<file path="src/design/hsos_pkg.sv">
// Package for the hard safe-off sequencer: register map, command codes, timing.
// Assumes a 40 MHz system clock; shared by the design and its bench.
package hsos_pkg;
   // Clock rate
   localparam int unsigned CLK_HZ = 40000000;
   // Documented times, in their own units
   localparam int unsigned FILTER_US = 500;       // Glitch rejection, 0.5 ms
   localparam int unsigned SHUTOFF_MS = 20;       // Power removal bound
   localparam int unsigned SKEW_S = 10;           // Channel skew limit
   // Derived cycle counts
   localparam int unsigned FILTER_CYC = (CLK_HZ / 1000000) * FILTER_US;
   localparam int unsigned SHUTOFF_CYC = (CLK_HZ / 1000) * SHUTOFF_MS;
   localparam longint unsigned SKEW_CYC = longint'(CLK_HZ) * SKEW_S;

   // Command codes on the command port
   localparam logic [7:0] CMD_SERVO_ON = 8'h31;
   localparam logic [7:0] CMD_SERVO_OFF = 8'h32;

   // Register offsets
   localparam logic [3:0] ADDR_STATUS = 4'h0;
   localparam logic [3:0] ADDR_CONTROL = 4'h4;
   localparam logic [3:0] ADDR_WARN = 4'h8;
   localparam logic [3:0] ADDR_BRAKE_DLY = 4'hc;

   // Status field positions
   localparam int unsigned ST_SERVO_ON_BIT = 0;
   localparam int unsigned ST_SAFE_OFF_BIT = 10;
   localparam int unsigned ST_IN_A_BIT = 1;
   localparam int unsigned ST_IN_B_BIT = 2;
   localparam int unsigned ST_SKEW_BIT = 3;
   localparam int unsigned ST_READY_BIT = 4;
   localparam int unsigned ST_UTIL_LOCK_BIT = 5;
   // Control field positions
   localparam int unsigned CT_DB_EN_BIT = 0;
   localparam int unsigned CT_UTIL_RUN_BIT = 1;
   localparam int unsigned CT_MOTION_BIT = 2;
   // Warning field
   localparam int unsigned WN_CMD_BIT = 0;
   localparam int unsigned WN_SKEW_BIT = 1;

   // Reset values
   localparam logic [31:0] CONTROL_RST = 32'h0000_0000;
   localparam logic [15:0] BRAKE_DLY_RST = 16'h0000;

   // Drive states
   typedef enum logic [1:0] {
      HSOS_SAFE_OFF,
      HSOS_IDLE_BLOCKED,
      HSOS_OPERATING
   } hsos_state_t;

   // Register bus request
   typedef struct packed {
      logic wr;
      logic rd;
      logic [3:0] addr;
      logic [31:0] wdata;
   } hsos_bus_t;

   // Host command strobe
   typedef struct packed {
      logic valid;
      logic [7:0] code;
   } hsos_cmd_t;
endpackage

</file>
<file path="src/design/hsos_sequencer.sv">
// Hard safe-off sequencer: two safety channels, drive state, brake and ready outputs.
// Assumes inputs synchronous to i_clock; the host sends one-cycle commands and
// reaches registers over a plain strobe port with read data one cycle later.
// How it works
// - Either safety channel alone removes the drive run signal.
// - Any channel reading OFF forces the safe-off state and cuts current.
// - Servo-off with both OFF gives safe-off; both ON then gives idle-blocked.
// - Status bit 10 shows safe-off; servo-on flag only while operating.
// - Servo-on during both OFF keeps safe-off until a later servo-off.
// - Safe-off persists, also without main power, until servo-off arrives; here, unless reset or servo-on set the latch, both channels ON end it.
// - Safe-off entered during a motion command raises a command warning.
// - One channel changing alone raises the skew alarm after 10 seconds.
// - Motor power goes off within 20 ms after both channels are OFF.
// - OFF pulses of 0.5 ms or less are ignored.
// - Supervision stays active while a utility function runs.
// - A utility run interrupted by safe-off must be cancelled and restarted.
// - Servo-ready is low in safe-off.
// - Servo-ready is high in idle-blocked with both channels ON.
// - Brake release drops at once on safe-off, skipping the brake delay.
// - Dynamic brake applies on safe-off when the stop setting selects it.
// - Safe-off alone never raises the servo alarm output.
//
// The address map and the address-and-strobe port were left to the implementer.
`timescale 1ns/1ps
`default_nettype none

module hsos_sequencer #(
   parameter int unsigned FILTER_CYCLES = hsos_pkg::FILTER_CYC,
   parameter int unsigned SHUTOFF_CYCLES = hsos_pkg::SHUTOFF_CYC,
   parameter longint unsigned SKEW_CYCLES = hsos_pkg::SKEW_CYC
) (
   input wire logic i_clock,
   input wire logic i_nrst,
   input wire logic i_safety_input_a,
   input wire logic i_safety_input_b,
   input wire logic i_main_power_ok,
   input wire hsos_pkg::hsos_cmd_t i_cmd,
   input wire hsos_pkg::hsos_bus_t i_bus,
   input wire logic i_fault,
   output logic [31:0] o_rdata,
   output logic o_drive_run,
   output logic o_servo_ready,
   output logic o_brake_release_out,
   output logic o_dyn_brake,
   output logic o_alarm_out
);
   initial begin
      if (FILTER_CYCLES < 1 || SHUTOFF_CYCLES <= FILTER_CYCLES + 4 || SKEW_CYCLES < 2)
         $error("hsos_sequencer: bad timing parameters");
   end

   localparam int FW = $clog2(FILTER_CYCLES + 2);
   localparam int SW = $clog2(SKEW_CYCLES + 2);
   localparam int BW = 16;
   localparam int OW = $clog2(SHUTOFF_CYCLES + 2);

   // Two-stage synchronisers, first stage read only by the second
   logic [1:0] sync1_reg;
   logic [1:0] sync2_reg;
   always_ff @(posedge i_clock or negedge i_nrst) begin
      if (!i_nrst) begin
         sync1_reg <= 2'h0;
         sync2_reg <= 2'h0;
      end else begin
         sync1_reg <= {i_safety_input_b, i_safety_input_a};
         sync2_reg <= sync1_reg;
      end
   end

   // Per-channel glitch filter: OFF is seen only after it has lasted past the window
   logic [1:0] ch_on_reg;
   logic [FW-1:0] flt_cnt_reg [2];
   for (genvar g = 0; g < 2; g++) begin : g_flt
      wire raw_off = !sync2_reg[g];
      always_ff @(posedge i_clock or negedge i_nrst) begin
         if (!i_nrst) begin
            flt_cnt_reg[g] <= '0;
            ch_on_reg[g] <= 1'b0;
         end else if (!raw_off) begin
            flt_cnt_reg[g] <= '0;
            ch_on_reg[g] <= 1'b1;
         end else if (flt_cnt_reg[g] > FW'(FILTER_CYCLES)) begin
            ch_on_reg[g] <= 1'b0;
         end else begin
            flt_cnt_reg[g] <= flt_cnt_reg[g] + 1'b1;
         end
      end
   end

   // Either channel OFF requests safe-off, independently of the other
   wire any_off = !ch_on_reg[0] || !ch_on_reg[1];
   wire both_off = !ch_on_reg[0] && !ch_on_reg[1];
   wire both_on = ch_on_reg[0] && ch_on_reg[1];

   // Register writes
   logic [31:0] control_reg;
   logic [BW-1:0] brake_dly_reg;
   wire wr_control = i_bus.wr && i_bus.addr == hsos_pkg::ADDR_CONTROL;
   wire wr_warn = i_bus.wr && i_bus.addr == hsos_pkg::ADDR_WARN;
   wire wr_brake = i_bus.wr && i_bus.addr == hsos_pkg::ADDR_BRAKE_DLY;
   wire db_en = control_reg[hsos_pkg::CT_DB_EN_BIT];
   wire util_run = control_reg[hsos_pkg::CT_UTIL_RUN_BIT];
   wire motion_busy = control_reg[hsos_pkg::CT_MOTION_BIT];
   always_ff @(posedge i_clock or negedge i_nrst) begin
      if (!i_nrst) begin
         control_reg <= hsos_pkg::CONTROL_RST;
         brake_dly_reg <= hsos_pkg::BRAKE_DLY_RST;
      end else begin
         if (wr_control) control_reg <= i_bus.wdata;
         if (wr_brake) brake_dly_reg <= i_bus.wdata[BW-1:0];
      end
   end

   // Commands
   wire cmd_on = i_cmd.valid && i_cmd.code == hsos_pkg::CMD_SERVO_ON;
   wire cmd_off = i_cmd.valid && i_cmd.code == hsos_pkg::CMD_SERVO_OFF;

   // Drive state machine; main power loss does not release safe-off
   hsos_pkg::hsos_state_t state_reg, state_next;
   logic latch_reg, latch_next; // Servo-on seen while safe-off
   always_comb begin
      state_next = state_reg;
      latch_next = latch_reg;
      unique case (state_reg)
         hsos_pkg::HSOS_SAFE_OFF: begin
            if (cmd_on) latch_next = 1'b1;
            if (cmd_off) latch_next = 1'b0;
            if (both_on && !latch_next && !cmd_on) state_next = hsos_pkg::HSOS_IDLE_BLOCKED;
         end
         hsos_pkg::HSOS_IDLE_BLOCKED: begin
            if (any_off) state_next = hsos_pkg::HSOS_SAFE_OFF;
            else if (cmd_on && i_main_power_ok && !i_fault) state_next = hsos_pkg::HSOS_OPERATING;
         end
         hsos_pkg::HSOS_OPERATING: begin
            if (any_off) state_next = hsos_pkg::HSOS_SAFE_OFF;
            else if (cmd_off || !i_main_power_ok || i_fault)
               state_next = hsos_pkg::HSOS_IDLE_BLOCKED;
         end
      endcase
   end
   always_ff @(posedge i_clock or negedge i_nrst) begin
      if (!i_nrst) begin
         state_reg <= hsos_pkg::HSOS_SAFE_OFF;
         latch_reg <= 1'b1;
      end else begin
         state_reg <= state_next;
         latch_reg <= latch_next;
      end
   end
   wire in_safe = state_reg == hsos_pkg::HSOS_SAFE_OFF;
   wire enter_safe = !in_safe && state_next == hsos_pkg::HSOS_SAFE_OFF;

   // Utility lock: an interrupted utility needs cancel and restart
   logic util_lock_reg;
   always_ff @(posedge i_clock or negedge i_nrst) begin
      if (!i_nrst) util_lock_reg <= 1'b0;
      else if (any_off && util_run) util_lock_reg <= 1'b1;
      else if (!util_run) util_lock_reg <= 1'b0;
   end

   // Skew timer: runs while channels disagree
   logic [SW-1:0] skew_cnt_reg;
   wire disagree = ch_on_reg[0] != ch_on_reg[1];
   wire skew_hit = disagree && skew_cnt_reg == SW'(SKEW_CYCLES - 1);
   always_ff @(posedge i_clock or negedge i_nrst) begin
      if (!i_nrst) skew_cnt_reg <= '0;
      else if (!disagree) skew_cnt_reg <= '0;
      else if (skew_cnt_reg != SW'(SKEW_CYCLES)) skew_cnt_reg <= skew_cnt_reg + 1'b1;
   end

   // Warnings: set wins over software clear
   logic warn_cmd_reg, warn_skew_reg;
   wire set_cmd_warn = enter_safe && (motion_busy || state_reg == hsos_pkg::HSOS_OPERATING);
   always_ff @(posedge i_clock or negedge i_nrst) begin
      if (!i_nrst) begin
         warn_cmd_reg <= 1'b0;
         warn_skew_reg <= 1'b0;
      end else begin
         if (set_cmd_warn) warn_cmd_reg <= 1'b1;
         else if (wr_warn && i_bus.wdata[hsos_pkg::WN_CMD_BIT]) warn_cmd_reg <= 1'b0;
         if (skew_hit) warn_skew_reg <= 1'b1;
         else if (wr_warn && i_bus.wdata[hsos_pkg::WN_SKEW_BIT]) warn_skew_reg <= 1'b0;
      end
   end

   // Brake release delay after servo-off; skipped on safe-off
   logic [BW-1:0] bk_cnt_reg;
   logic brake_reg, run_reg, db_reg;
   wire operating = state_reg == hsos_pkg::HSOS_OPERATING;
   always_ff @(posedge i_clock or negedge i_nrst) begin
      if (!i_nrst) begin
         bk_cnt_reg <= '0;
         brake_reg <= 1'b0;
         run_reg <= 1'b0;
         db_reg <= 1'b0;
      end else begin
         run_reg <= operating && !any_off && state_next == hsos_pkg::HSOS_OPERATING;
         db_reg <= in_safe ? db_en || db_reg && !both_on : 1'b0;
         if (state_next == hsos_pkg::HSOS_SAFE_OFF) begin
            brake_reg <= 1'b0;
            bk_cnt_reg <= '0;
         end else if (state_next == hsos_pkg::HSOS_OPERATING) begin
            brake_reg <= 1'b1;
            bk_cnt_reg <= brake_dly_reg;
         end else if (bk_cnt_reg != '0) begin
            bk_cnt_reg <= bk_cnt_reg - 1'b1;
         end else begin
            brake_reg <= 1'b0;
         end
      end
   end

   // Outputs
   assign o_drive_run = run_reg && ch_on_reg[0] && ch_on_reg[1];
   assign o_brake_release_out = brake_reg;
   assign o_dyn_brake = db_reg;
   assign o_servo_ready = state_reg == hsos_pkg::HSOS_IDLE_BLOCKED && both_on;
   assign o_alarm_out = warn_skew_reg || i_fault;

   // Read data, one cycle after the strobe
   logic [31:0] status_w;
   always_comb begin
      status_w = 32'h0;
      status_w[hsos_pkg::ST_SERVO_ON_BIT] = operating;
      status_w[hsos_pkg::ST_SAFE_OFF_BIT] = in_safe;
      status_w[hsos_pkg::ST_IN_A_BIT] = ch_on_reg[0];
      status_w[hsos_pkg::ST_IN_B_BIT] = ch_on_reg[1];
      status_w[hsos_pkg::ST_SKEW_BIT] = warn_skew_reg;
      status_w[hsos_pkg::ST_READY_BIT] = o_servo_ready;
      status_w[hsos_pkg::ST_UTIL_LOCK_BIT] = util_lock_reg;
   end
   wire [31:0] rd_mux =
      i_bus.addr == hsos_pkg::ADDR_STATUS ? status_w :
      i_bus.addr == hsos_pkg::ADDR_CONTROL ? control_reg :
      i_bus.addr == hsos_pkg::ADDR_WARN ? {30'h0, warn_skew_reg, warn_cmd_reg} :
      i_bus.addr == hsos_pkg::ADDR_BRAKE_DLY ? {16'h0, brake_dly_reg} : 32'h0;
   always_ff @(posedge i_clock or negedge i_nrst) begin
      if (!i_nrst) o_rdata <= 32'h0;
      else o_rdata <= i_bus.rd ? rd_mux : 32'h0;
   end

   // Shut-off watch: counts cycles with both synchronised channels OFF
   // A counter stands in for a long delay range, which the tools cannot unroll
   logic [OW-1:0] off_cnt_reg;
   wire both_raw_off = !sync2_reg[0] && !sync2_reg[1];
   always_ff @(posedge i_clock or negedge i_nrst) begin
      if (!i_nrst) off_cnt_reg <= '0;
      else if (!both_raw_off) off_cnt_reg <= '0;
      else if (off_cnt_reg != OW'(SHUTOFF_CYCLES)) off_cnt_reg <= off_cnt_reg + 1'b1;
   end

   // Checks on ready, brake and the drive state
   a_ready_safe: assert property (@(posedge i_clock) disable iff (!i_nrst)
      in_safe |-> !o_servo_ready) else $error("ready high in safe-off");
   a_ready_idle: assert property (@(posedge i_clock) disable iff (!i_nrst)
      (state_reg == hsos_pkg::HSOS_IDLE_BLOCKED && both_on) |-> o_servo_ready)
      else $error("ready low in idle");
   a_brake_drop: assert property (@(posedge i_clock) disable iff (!i_nrst)
      enter_safe |=> !o_brake_release_out) else $error("brake not dropped");
   a_off_enters: assert property (@(posedge i_clock) disable iff (!i_nrst)
      any_off |=> in_safe) else $error("safe-off missed");
   a_shutoff_time: assert property (@(posedge i_clock) disable iff (!i_nrst)
      off_cnt_reg == OW'(SHUTOFF_CYCLES) |-> !o_drive_run)
      else $error("power not removed");
   a_safe_flag: assert property (@(posedge i_clock) disable iff (!i_nrst)
      in_safe |-> status_w[hsos_pkg::ST_SAFE_OFF_BIT] && !status_w[hsos_pkg::ST_SERVO_ON_BIT])
      else $error("flag wrong");
   a_latch_hold: assert property (@(posedge i_clock) disable iff (!i_nrst)
      (in_safe && latch_reg && !cmd_off) |=> in_safe) else $error("left safe-off");
   a_cmd_warn: assert property (@(posedge i_clock) disable iff (!i_nrst)
      set_cmd_warn |=> warn_cmd_reg) else $error("warning missing");
   a_no_alarm: assert property (@(posedge i_clock) disable iff (!i_nrst)
      (in_safe && !warn_skew_reg && !i_fault) |-> !o_alarm_out) else $error("alarm in safe-off");
   a_skew_alarm: assert property (@(posedge i_clock) disable iff (!i_nrst)
      skew_hit |=> warn_skew_reg ##0 o_alarm_out) else $error("skew alarm missing");
   a_db_apply: assert property (@(posedge i_clock) disable iff (!i_nrst)
      (in_safe && db_en) |=> o_dyn_brake) else $error("dynamic brake off");
   a_db_release: assert property (@(posedge i_clock) disable iff (!i_nrst)
      !in_safe |=> !o_dyn_brake)
      else $error("dynamic brake outside safe-off");
   a_brake_safe: assert property (@(posedge i_clock) disable iff (!i_nrst)
      in_safe |-> !o_brake_release_out)
      else $error("brake released in safe-off");

   // Checks on the channel path
   a_sync_chain: assert property (@(posedge i_clock) disable iff (!i_nrst)
      sync2_reg == $past(sync1_reg))
      else $error("synchroniser skipped");
   a_filter_a: assert property (@(posedge i_clock) disable iff (!i_nrst)
      $fell(ch_on_reg[0]) |-> flt_cnt_reg[0] > FW'(FILTER_CYCLES))
      else $error("short pulse taken on A");
   a_filter_b: assert property (@(posedge i_clock) disable iff (!i_nrst)
      $fell(ch_on_reg[1]) |-> flt_cnt_reg[1] > FW'(FILTER_CYCLES))
      else $error("short pulse taken on B");
   a_run_either: assert property (@(posedge i_clock) disable iff (!i_nrst)
      (!ch_on_reg[0] || !ch_on_reg[1]) |-> !o_drive_run)
      else $error("one channel failed to block run");
   a_run_state: assert property (@(posedge i_clock) disable iff (!i_nrst)
      o_drive_run |-> operating)
      else $error("run outside operating");
   a_skew_quiet: assert property (@(posedge i_clock) disable iff (!i_nrst)
      !disagree |=> skew_cnt_reg == '0)
      else $error("skew timer not cleared");

   // Checks on commands and utility lock
   a_idle_entry: assert property (@(posedge i_clock) disable iff (!i_nrst)
      (in_safe && both_on && !latch_reg && !cmd_on) |=> state_reg == hsos_pkg::HSOS_IDLE_BLOCKED)
      else $error("idle-blocked not reached");
   a_on_accept: assert property (@(posedge i_clock) disable iff (!i_nrst)
      (state_reg == hsos_pkg::HSOS_IDLE_BLOCKED && cmd_on && !any_off && i_main_power_ok
      && !i_fault) |=> operating)
      else $error("servo-on refused");
   a_power_loss: assert property (@(posedge i_clock) disable iff (!i_nrst)
      (operating && !i_main_power_ok && !any_off) |=> state_reg == hsos_pkg::HSOS_IDLE_BLOCKED)
      else $error("power loss ignored");
   a_util_lock: assert property (@(posedge i_clock) disable iff (!i_nrst)
      (any_off && util_run) |=> util_lock_reg)
      else $error("utility lock missing");
   a_util_safe: assert property (@(posedge i_clock) disable iff (!i_nrst)
      (util_run && any_off) |=> in_safe)
      else $error("utility run bypassed safe-off");

   // Checks on warnings, alarm and read data
   a_warn_clear: assert property (@(posedge i_clock) disable iff (!i_nrst)
      (wr_warn && i_bus.wdata[hsos_pkg::WN_CMD_BIT] && !set_cmd_warn) |=> !warn_cmd_reg)
      else $error("warning not cleared");
   a_alarm_src: assert property (@(posedge i_clock) disable iff (!i_nrst)
      o_alarm_out |-> warn_skew_reg || i_fault)
      else $error("alarm without cause");
   a_rdata_idle: assert property (@(posedge i_clock) disable iff (!i_nrst)
      !$past(i_bus.rd) |-> o_rdata == 32'h0)
      else $error("read data outside its cycle");
   a_rdata_flag: assert property (@(posedge i_clock) disable iff (!i_nrst)
      ($past(i_bus.rd) && $past(i_bus.addr) == hsos_pkg::ADDR_STATUS)
      |-> o_rdata[hsos_pkg::ST_SAFE_OFF_BIT] == $past(in_safe))
      else $error("safe-off flag misread");
endmodule

`default_nettype wire

</file>
<file path="config.mk">
export PLATFORM = sky130hd
export DESIGN_NAME = hsos_sequencer
export DESIGN_NICKNAME = d
export VERILOG_FILES = /design/src/design/hsos_pkg.sv /design/src/design/hsos_sequencer.sv
export SDC_FILE = /design/constraint.sdc
export NUM_CORES = 1
export LEC_CHECK = 0
export BUFFER_PORTS_ARGS = -buffer_cell sky130_fd_sc_hd__buf_2
export CORE_MARGIN = 4
export CORE_UTILIZATION = 45
export CTS_CLUSTER_DIAMETER = 30
export DETAILED_ROUTE_END_ITERATION = 10
export MAX_ROUTING_LAYER = met4
export PLACE_DENSITY = 0.65
export SLEW_MARGIN = 0
export SYNTH_ARGS = -nofsm -noshare
export SYNTH_HDL_FRONTEND = slang
export SYNTH_SLANG_ARGS = --single-unit
export TNS_END_PERCENT = 5
</file>
<file path="constraint.sdc">
create_clock -name i_clock -period 6.98 [get_ports i_clock]
set_input_delay 1.396 -clock i_clock [delete_from_list [all_inputs] [get_ports i_clock]]
set_output_delay 1.396 -clock i_clock [all_outputs]
set_load 0.01 [all_outputs]
</file>
* After elaboration in Yosys (flattened, before gate mapping)
Cells that the tools add are included.
** Storage, ports and cells
- Register bits :: 170
- Logic and storage cells :: 124
- Bits of input ports :: 53
- Output and inout port bits :: 37
** Operators by class
- Equal/unequal tests :: 16
- $add $sub $neg :: 4
- Magnitude comparators :: 2
- Multiplexer cells :: 37
- Reduce and logical (&&, ||, !) cells :: 46
** Operators with widths (number)
- 32-bit two-way mux :: 3
- 16-bit two-way mux :: 5
- 15-bit two-way mux :: 4
- 29-bit two-way mux :: 2
- 15-bit by 1-bit adder with 15-bit output (second input constant) :: 2
- 15-bit greater-than comparator (second input constant) :: 2
- 29-bit by 1-bit adder with 29-bit output (second input constant) :: 1
- 29-bit == test (second input constant) :: 1
- 29-bit != test (second input constant) :: 1
- 1-bit logical AND :: 22
- 1-bit two-way mux :: 17
- 8-bit by 6-bit == test with 1-bit output (second input constant) :: 2
- 16-bit nonzero test :: 1
- 16-bit by 1-bit subtractor with 16-bit output (second input constant) :: 1
- 2-bit two-way mux :: 5
- 1-bit zero test :: 9
- 4-bit == test (second input constant) :: 2
- 2-bit nonzero test :: 4
- 1-bit logical OR :: 6
- 2-bit one-hot mux with 3 select lines :: 1
- 2-bit == test (second input constant) :: 2
- 4-bit by 3-bit == test with 1-bit output (second input constant) :: 1
- 2-bit zero test :: 2
- 4-bit zero test :: 1
- 6 further kinds :: 8

* Longest topological paths before layout
Gate-level depths: netlist of the first run.
- Depth after elaboration :: 14
- Gate-level depth with buffers :: 8
- Gate-level depth less buffers :: 7

* Least setup slack after synthesis of the first run
OpenSTA, ideal clock, no wires.
- Path type :: input port to flip-flop
- Start point :: in i_cmd[3] in the netlist's numbering
- End point :: reg bk_cnt_reg[10]
- Stages on the path :: 6
- Slack :: 3.807 ns
- Data arrival time :: 3.048 ns
- Buffers on the path :: 1
- Library setup time :: 0.125 ns
- Required time :: 6.855 ns
- Cells stage by stage :: or3b_2 > o31ai_1 > a21oi_1 > o21ai_0 > clkbuf_1 > mux2_2
** Between the ends
- Cells in the longest elaborated chain, start to end :: 13
- Elaborated cells on any way between the ends :: 26
- Those cells by class :: eq/ne: 3; mux: 11; reduce/logical: 12
** RTL lines
- start, declared :: RTL line hsos_sequencer.sv:37 : input wire hsos_pkg::hsos_cmd_t i_cmd,
- 8-bit by 6-bit == test with 1-bit output :: RTL line hsos_sequencer.sv:115 : wire cmd_on = i_cmd.valid && i_cmd.code == hsos_pkg::CMD_SERVO_ON;
- 1-bit logical AND :: RTL line hsos_sequencer.sv:115
- 1-bit two-way mux :: RTL line hsos_sequencer.sv:126 : if (cmd_on) latch_next = 1'b1;
- 1-bit two-way mux :: RTL line hsos_sequencer.sv:127 : if (cmd_off) latch_next = 1'b0;
- 1-bit two-way mux :: RTL line hsos_sequencer.sv:124 : unique case (state_reg)
- 1-bit zero test :: RTL line hsos_sequencer.sv:128 : if (both_on && !latch_next && !cmd_on) state_next = hsos_pkg::HSOS_IDLE_BLOCKED;
- 1-bit logical AND (2 in a row) :: RTL line hsos_sequencer.sv:128
- 2-bit two-way mux :: RTL line hsos_sequencer.sv:128
- 2-bit one-hot mux with 3 select lines (*) :: RTL line hsos_sequencer.sv:124
- 2-bit == test :: RTL line hsos_sequencer.sv:202 : end else if (state_next == hsos_pkg::HSOS_OPERATING) begin
- 16-bit two-way mux :: RTL line hsos_sequencer.sv:202
- 16-bit two-way mux :: RTL line hsos_sequencer.sv:199 : if (state_next == hsos_pkg::HSOS_SAFE_OFF) begin
- end signal, assigned :: RTL line hsos_sequencer.sv:204 : bk_cnt_reg <= brake_dly_reg;
- end signal, assigned :: RTL line hsos_sequencer.sv:206 : bk_cnt_reg <= bk_cnt_reg - 1'b1;
- end, declared :: RTL line hsos_sequencer.sv:187 : logic [BW-1:0] bk_cnt_reg;
Mark *: on every way between the ends. The rest lies on a longest branch, timed or not. The select of a mux whose other input is x is not followed.
A chain may end at the register's enable or synchronous reset.

* Worst setup path after layout of the first run
- Start point :: in i_fault
- End point :: out o_alarm_out
** Between the ends
- Cells in the longest elaborated chain, start to end :: 1
** RTL lines
- start, declared :: RTL line hsos_sequencer.sv:39 : input wire logic i_fault,
- 1-bit logical OR :: RTL line hsos_sequencer.sv:218 : assign o_alarm_out = warn_skew_reg || i_fault;
- end, declared :: RTL line hsos_sequencer.sv:45 : output logic o_alarm_out
Every way passes these cells.

==> impl_metrics.toml, run 1 <==
[power_and_ir_drop]
total_power_mw = 3.42
p_leak_nw = 4.22
power_density_nw_per_um2 = 369
vdd_drop_max_uv = 298

[critical_path]
cp.required_ns = 5.58
crit_arrival_ns = 1.94
cp_slowest_stage_delay_ns = 0.29
path_cells = "buf_2 > or2_2 > buf_2"
crit_type = "in -> out"
cp-start-kind = "input pin"
worst_setup_path_end_kind = "primary output"
crit_family = "simple AND/OR/NAND/NOR gates"
crit_path_frequent_cell = "buf_2"
critPathBufInv = 2
critPathSlowestCell = "or2_2"
worstPathMaxFanout = 4

[synth]
yosys_warnings = 0
synth.most_common_cell = "dfrtp_1"
async_flop_share_pct = 100
synthFlopType = "dfrtp_1"
synth.yosys.seq_area_share_pct = 53.0
synth_seq_cells = 170
yosys-top-cells-area = "dfrtp_1, mux2_2, nor2_1, xor2_1, mux2i_1"
synth_commonest_cells = "dfrtp_1, nor2_1, mux2_2"
synth.avg_cell_area_um2 = 11.1
syn_area_um2 = 8030
synth_top_cell_area_share_pct = 52.7
synth.distinct_cells = 61
synth_fp_nets = 789
yosysTopAreaCell = "dfrtp_1"
synth_edf_count = 0
syn_inst = 725

[floorplanning]
die_h_um = 142
rows = 48
die_w_um = 142
pin_count = 90
core_um2 = 17400
die_area_um2 = 20000
initial_core_util_pct = 46.1

[grt]
grt_first_pass_wirelength_um = 28800
grt_usage_pct = 18.4
grt_pass1_vias = 5805
grt_start_max_net_pins = 92
antenna_found_initial = 3
grt-ovfl-total = 0

[clocking]
cts_setup_buffers = 0
cts_root_buf = "clkbuf_16"
insertion_delay_ns = 0.42
htreeDepth = 4
numClockSinks = 170
clockBufferDepth = 2
cts_buffers = 17
cts.clk_slew.worst_paths_ns = 0.06
holdBufCountCts = 0
cts_resized = 0
tritoncts = "built"

[cells_and_area]
layout-drive-gt1-share_pct = 23.9
syn2layout_area_growth_pct = 15.4
design_area_um2 = 9270
finalNetCount = 879
finalNonFillerCells = 1053

[timing]
min_period_over_period_pct = 47.8
rsz0062_at_grt = "no"
hold_violations = 0
relSlewSlack_pct = 28.4
slew_violations = 0
skew_ns = 0.0121
min_period_ns = 3.33
setup_viol = 0
clock.fmax_ghz = 0.300
tns_ns = 0
worstMarginPinSlew_ns = 1.07

[detailed_routing]
drtIter0Drc = 357
dr.pass1.iters = 5
drc = 0
viasPerCell = 5.46
wl_per_cell_um = 16.5
totalWireLength_um = 17400
vias = 5752
ant_nets = 0

[flow_run]
cap_violations = 0

[placed_design]
routabilityCongestion = 0.909
dp_cells = 1021
dpl.hpwl_um = 12600
port_buffers = 89
placed_area_um2 = 8700

[min_path]
hp-class = "reg -> reg"

[status]
status = "completed"
layout by cell type, fill, tap and decap left out, types with 4 or more instances in the layout:
master,instances
dfrtp_1,169
buf_2,88
nor2_1,81
mux2_2,58
nand2_1,50
xor2_1,34
and2_1,31
mux2i_1,23
o21ai_0,23
a21oi_1,21
nand4_1,18
nand3_1,18
clkbuf_16,17
xnor2_1,16
inv_1,15
or3_1,12
nand2b_1,11
nor3_1,11
ha_1,11
o31ai_1,9
and3_1,9
and4_1,7
o2111ai_1,6
o221ai_1,5
or4_1,5
nor4_1,5
a31oi_1,4
nor2b_1,4
nand4b_1,4
buf_4,4
through the flow:
stage | hold slack (ns) | setup WS [ns] | utilization [%]
6_report | 0.349 | 3.65 | 53.2
5_1_grt | 0.354 | 3.56 | 53.2
4_1_cts | 0.352 | 3.65 | 53.2
3_5_place_dp | 0.339 | 3.23 | 50.0
3_3_place_gp | 0.331 | 3.26 | 50.0
2_1_floorplan | 0.331 | 3.81 | -
power breakdown:
| group | leakage (nW) | switching (mW) | internal, mW |
|---|---|---|---|
| Combinational | 1.69 | 0.677 | 0.628 |
| Clock | 0.267 | 0.363 | 0.538 |
| Sequential | 2.25 | 0.101 | 1.11 |
layer usage:
layer  GRT usage (%)  up-vias  share of wire, %
li1                -     2750                 -
met1            23.2     2864                44
met2            29.5      109                50
met3            3.67       29               3.6
met4            7.27        0               2.2
met5               -        -                 0
area by class of cell:
class / instances / area (µm²)
Clock inverter: 8 / 97.6
Clock buffer: 21 / 460
Timing Repair Buffer: 93 / 482
Multi-Input combinational cell: 517 / 3620
Fill cell: 1530 / 8150
Antenna cell: 3 / 7.51
Tap cell: 225 / 282
Inverter: 16 / 60.1
Sequential cell: 170 / 4260
logic make-up (layout without fill, tap and decap cells):
logic type / after synthesis / after routing / share of synthesized area [%]
compound gates: 87 / 87 / 7.73
xor+xnor: 50 / 50 / 5.46
fa+ha+maj: 11 / 11 / 1.71
buf+inv: 38 / 138 / 1.90
flops: 170 / 170 / 53.0
mux: 81 / 81 / 11.0
other cells: 0 / 3 / 0
simple gates: 288 / 288 / 19.2
worst paths after layout:
kind / start / to / slack, ns / cells past startpoint
worst max register to register: bk_cnt_reg[0]$_DFFE_PN0P_ / bk_cnt_reg[1]$_DFFE_PN0P_ / 4.18 / 8
worst max-delay path: i_fault / o_alarm_out / 3.65 / 3
worst min register to register: sync1_reg[0]$_DFF_PN0_ / sync2_reg[0]$_DFF_PN0_ / 0.35 / 0
min in group asynchronous: i_nrst / control_reg[17]$_DFFE_PN0P_ / 1.01 / 1
worst min-delay path: sync1_reg[0]$_DFF_PN0_ / sync2_reg[0]$_DFF_PN0_ / 0.35 / 0
max in group asynchronous: i_nrst / brake_dly_reg[13]$_DFFE_PN0P_ / 4.35 / 2
worst reg2reg max path, delay by kind of cell (launching register included):
kind | cells | cell delay (ns)
adders and majority gates | 1 | 0.19
buffers and inverters | 2 | 0.39
DFF | 1 | 0.40
muxes | 2 | 0.47
and+or+nand+nor | 3 | 1.27
Note: power is estimated with default switching activity, not from simulation.
==> inputs of run 2 (changes only) <==
- PLACE_DENSITY: 0.65 -> 0.67
- clock period: 6.98 -> 2.9 ns (I/O delays scaled with it)
==> run 2 against run 1 <==
Net effect:
- cell area rose by 2.1%
- first-iteration DRC count shrank 9.5%
- utilization increased by 1.1 points
- setup slack worse by 3.4 ns
- via count decreased by 0.23%
- sequential cell count unchanged
- sequential share of layout area down 0.94 points
- clock power grew to 2.6 times the previous value
- largest cell class unchanged
- highest routed layer unchanged
==> impl_metrics.toml, run 2 (same netlist as run 1, synthesis figures left out) <==
[status]
status = "completed"

[timing]
min_period_ns = 2.62
setup_viol = 0
hold_violations = 0
rsz0062_at_grt = "no"
min_period_over_period_pct = 90.2
clock.fmax_ghz = 0.382
relSlewSlack_pct = 51.1
fin_ws_ns = 0.283
slew_violations = 0
tns_ns = 0
skew_ns = 0.0122
worstMarginPinSlew_ns = 0.729

[cells_and_area]
layout-drive-gt1-share_pct = 25.6
syn2layout_area_growth_pct = 17.8
postLayoutCoreUtil_pct = 54.3
layout_commonest_cell = "dfrtp_1"
final_cell_mix = "dfrtp_1, buf_2, nor2_1"
finalNetCount = 894

[clocking]
cts_setup_buffers = 0
clockBufferDepth = 2
insertion_delay_ns = 0.43
cts_root_buf = "clkbuf_16"
numClockSinks = 170
cts_resized = 0
cts_buffers = 17
htreeDepth = 4
tritoncts = "built"
holdBufCountCts = 0
cts.clk_slew.worst_paths_ns = 0.07

[placed_design]
routabilityCongestion = 0.827
dp_slack_ns = 0.329
port_buffers = 89
dpl.hpwl_um = 11900

[grt]
grt_start_max_net_pins = 53
grt-ovfl-total = 0
grt_pass1_vias = 5702
grt_usage_pct = 18.7
antenna_found_initial = 1
grt_first_pass_wirelength_um = 29400

[power_and_ir_drop]
p_leak_nw = 4.33
total_power_mw = 8.63
power_density_nw_per_um2 = 913
vdd_drop_max_uv = 1620

[floorplanning]
die_w_um = 142
die_h_um = 142
die_area_um2 = 20000
core_um2 = 17400
rows = 48
initial_core_util_pct = 46.1
pin_count = 90

[critical_path]
worst_setup_path_end_kind = "register"
cp.required_ns = 3.24
reg2regPathDepth = 7
worstPathMaxFanout = 10
crit_arrival_ns = 2.95
r2r_end = "flt_cnt_reg[28]$_DFFE_PN0P_"
crit_type = "reg -> reg"
reg2reg_from = "flt_cnt_reg[15]$_DFFE_PN0P_"
cp-start-kind = "register"
regToRegSetupSlack_ns = 0.28

[detailed_routing]
wl_per_cell_um = 16.3
viasPerCell = 5.36
totalWireLength_um = 17400
drtIter0Drc = 323
drc = 0
vias = 5739
ant_nets = 0
dr.pass1.iters = 4

[min_path]
hp-class = "in -> async"

[flow_run]
cap_violations = 0
==> run 2: how the worst max path moves through the flow <==
stage,depth (start not counted),slack [ns],start,end
2_1_floorplan,7,0.49,flt_cnt_reg[0]$_DFFE_PN0P_,flt_cnt_reg[12]$_DFFE_PN0P_
3_3_place_gp,7,0.39,flt_cnt_reg[15]$_DFFE_PN0P_,flt_cnt_reg[23]$_DFFE_PN0P_
3_5_place_dp,7,0.33,flt_cnt_reg[15]$_DFFE_PN0P_,flt_cnt_reg[23]$_DFFE_PN0P_
4_1_cts,7,0.27,flt_cnt_reg[15]$_DFFE_PN0P_,flt_cnt_reg[28]$_DFFE_PN0P_
5_1_grt,7,0.07,flt_cnt_reg[15]$_DFFE_PN0P_,flt_cnt_reg[28]$_DFFE_PN0P_
6_report,7,0.28,flt_cnt_reg[15]$_DFFE_PN0P_,flt_cnt_reg[28]$_DFFE_PN0P_
==> run 2: worst max-delay path, stage by stage, from the launching register on <==
cell,delay [ns]
dfrtp_1,0.41
inv_1,0.10
ha_1,0.14
or4b_4,0.47
a2111oi_4,0.63
o2111ai_2,0.26
or3_1,0.36
a21oi_1,0.17
==> run 2: layer usage <==
metal | track usage, % | share of wire (%) | vias up
met5 | - | 0 | -
met4 | 5.15 | 1.5 | 0
met3 | 4.01 | 4.6 | 16
met2 | 28.3 | 46 | 105
met1 | 25.7 | 48 | 2817
li1 | - | - | 2801
==> run 2: layout make-up <==
cell class | instances | area (µm²)
antenna | 2 | 5.00
sequential | 170 | 4260
tap | 225 | 282
multi-input combinational | 517 | 3620
inverter | 16 | 60.1
fill | 1508 | 7960
clock buffer | 18 | 429
timing repair buffer | 108 | 619
clock inverter | 14 | 186
==> run 2: report_power, final <==
part / switching [mW] / total (mW) / internal, mW / leakage (nW)
Clock: 0.998 / 2.38 / 1.38 / 0.300
Sequential: 0.228 / 2.90 / 2.67 / 2.25
Combinational: 1.69 / 3.36 / 1.67 / 1.78
==> run 2: metrics by stage <==
| stage | cells | cell area (µm²) | hold WS, ns |
|---|---|---|---|
| 5_1_grt | 1069 | 9460 | 0.131 |
| 3_5_place_dp | 1036 | 8840 | 0.338 |
| 4_1_cts | 1068 | 9450 | 0.109 |
| 3_3_place_gp | 1036 | 8840 | 0.334 |
| 6_report | 1070 | 9460 | 0.103 |
| 2_1_floorplan | 725 | 8030 | 0.284 |
==> inputs of run 3 (changes only) <==
- CORE_UTILIZATION: 45 -> 53
- PLACE_DENSITY: 0.67 -> 0.77
==> run 3 against run 2 <==
Net effect:
- clock-buffer cell count is 1 higher
- first-iteration DRC count is 18% higher
- power is 4.3% lower
- die area fell by 14%
==> impl_metrics.toml, run 3 (same netlist as run 1, synthesis figures left out) <==
[timing]
relSlewSlack_pct = 38.7
fin_ws_ns = 0.243
worstMarginPinSlew_ns = 0.920
holdWs_ns = 0.170
min_period_ns = 2.66
slew_violations = 0
hold_violations = 0
setup_viol = 0
min_period_over_period_pct = 91.6
tns_ns = 0
skew_ns = 0.00574
clock.fmax_ghz = 0.376
rsz0062_at_grt = "no"

[detailed_routing]
drtIter0Drc = 381
ant_nets = 0
totalWireLength_um = 17200
viasPerCell = 5.71
vias = 5817
drc = 0
wl_per_cell_um = 16.9
dr.pass1.iters = 5

[grt]
grt_pass1_vias = 5780
grt_usage_pct = 21.5
grt_first_pass_wirelength_um = 28200
grt_start_max_net_pins = 74
grt-ovfl-total = 0
antenna_found_initial = 0

[power_and_ir_drop]
vdd_drop_max_uv = 1660
power_density_nw_per_um2 = 892
total_power_mw = 8.27
p_leak_nw = 4.25

[floorplanning]
die_area_um2 = 17200
pin_count = 90
initial_core_util_pct = 54.6
rows = 44
die_w_um = 131
core_um2 = 14700
die_h_um = 131

[critical_path]
cp.required_ns = 3.25
crit_type = "reg -> reg"
path_cells = "inv_1 > ha_1 > or4b_4 > a2111oi_4 > o21ai_4 > or4_1 > a21oi_1"
worst_setup_path_end_kind = "register"
critPathSlowestCell = "a2111oi_4"
cp_slowest_stage_delay_ns = 0.65
worstPathMaxFanout = 9
crit_arrival_ns = 3.01
cp-start-kind = "register"

[cells_and_area]
final_cell_mix = "dfrtp_1, buf_2, nor2_1"
n_antenna_cell = 0
postLayoutCoreUtil_pct = 63.0
finalNetCount = 886
layout-drive-gt1-share_pct = 24.7
layout_commonest_cell = "dfrtp_1"
syn2layout_area_growth_pct = 15.4

[clocking]
cts_resized = 0
holdBufCountCts = 0
cts.clk_slew.worst_paths_ns = 0.06
numClockSinks = 170
cts_buffers = 17
cts_setup_buffers = 0
clockBufferDepth = 2
htreeDepth = 4
insertion_delay_ns = 0.43
cts_root_buf = "clkbuf_16"
tritoncts = "built"

[placed_design]
port_buffers = 89
dp_slack_ns = 0.0531
dpl.hpwl_um = 12100
routabilityCongestion = 0.822

[status]
status = "completed"

[min_path]
hp-class = "in -> async"

[flow_run]
cap_violations = 0
[run 3: cell count changes in the layout (fill, tap and decap cells not counted), sizes merged]
cell	change
clkbuf	+1
diode	-2
bufinv	-3
clkinvlp	+2
buf	-8
inv	-1
[run 3: path summary, 6_finish.rpt]
kind,to,start,slack (ns),depth (start not counted)
setup / recovery,flt_cnt_reg[12]$_DFFE_PN0P_,flt_cnt_reg[0]$_DFFE_PN0P_,0.24,7
hold / removal,state_reg[1]$_DFF_PN0_,i_nrst,0.17,1
setup reg to reg,flt_cnt_reg[12]$_DFFE_PN0P_,flt_cnt_reg[0]$_DFFE_PN0P_,0.24,7
hold reg to reg,sync2_reg[1]$_DFF_PN0_,sync1_reg[1]$_DFF_PN0_,0.34,0
max in group asynchronous,skew_cnt_reg[18]$_DFFE_PN0P_,i_nrst,1.99,2
min in group i_clock,sync1_reg[0]$_DFF_PN0_,i_safety_input_a,0.25,1
[run 3: per-layer routing]
layer,GRT usage (%),share of wire (%)
met1,28.4,45
met2,34.1,50
met3,3.65,3.2
met4,7.44,1.7
met5,-,0
[run 3: power breakdown]
group          switching [mW]  leakage (nW)  total, mW  internal, mW
clock network           0.960         0.252       2.06          1.10
logic                    1.73          1.74       3.30          1.57
registers               0.237          2.25       2.91          2.67
total                    2.93          4.25       8.27          5.34
[run 3: through the flow]
step           instances  cell area [µm²]
6_report            1018             9270
5_1_grt             1018             9270
4_1_cts             1018             9270
3_5_place_dp         987             8740
3_3_place_gp         987             8740
2_1_floorplan        725             8030
[run 3: final cells by class]
class / count / area, µm²
well taps: 184 / 230
clock buffers: 19 / 433
flip-flops and latches: 170 / 4260
inverters: 16 / 60.1
multi-input cells: 517 / 3620
clock inverters: 12 / 92.6
fillers: 1147 / 5430
repair buffers: 100 / 572
[run 3: worst max-delay path, delay by kind of cell, from the launching register on]
family / cells / cell delay (ns)
fa+ha+maj: 1 / 0.16
simple gates: 2 / 0.89
flops: 1 / 0.44
buf+inv: 1 / 0.12
compound gates: 3 / 0.97
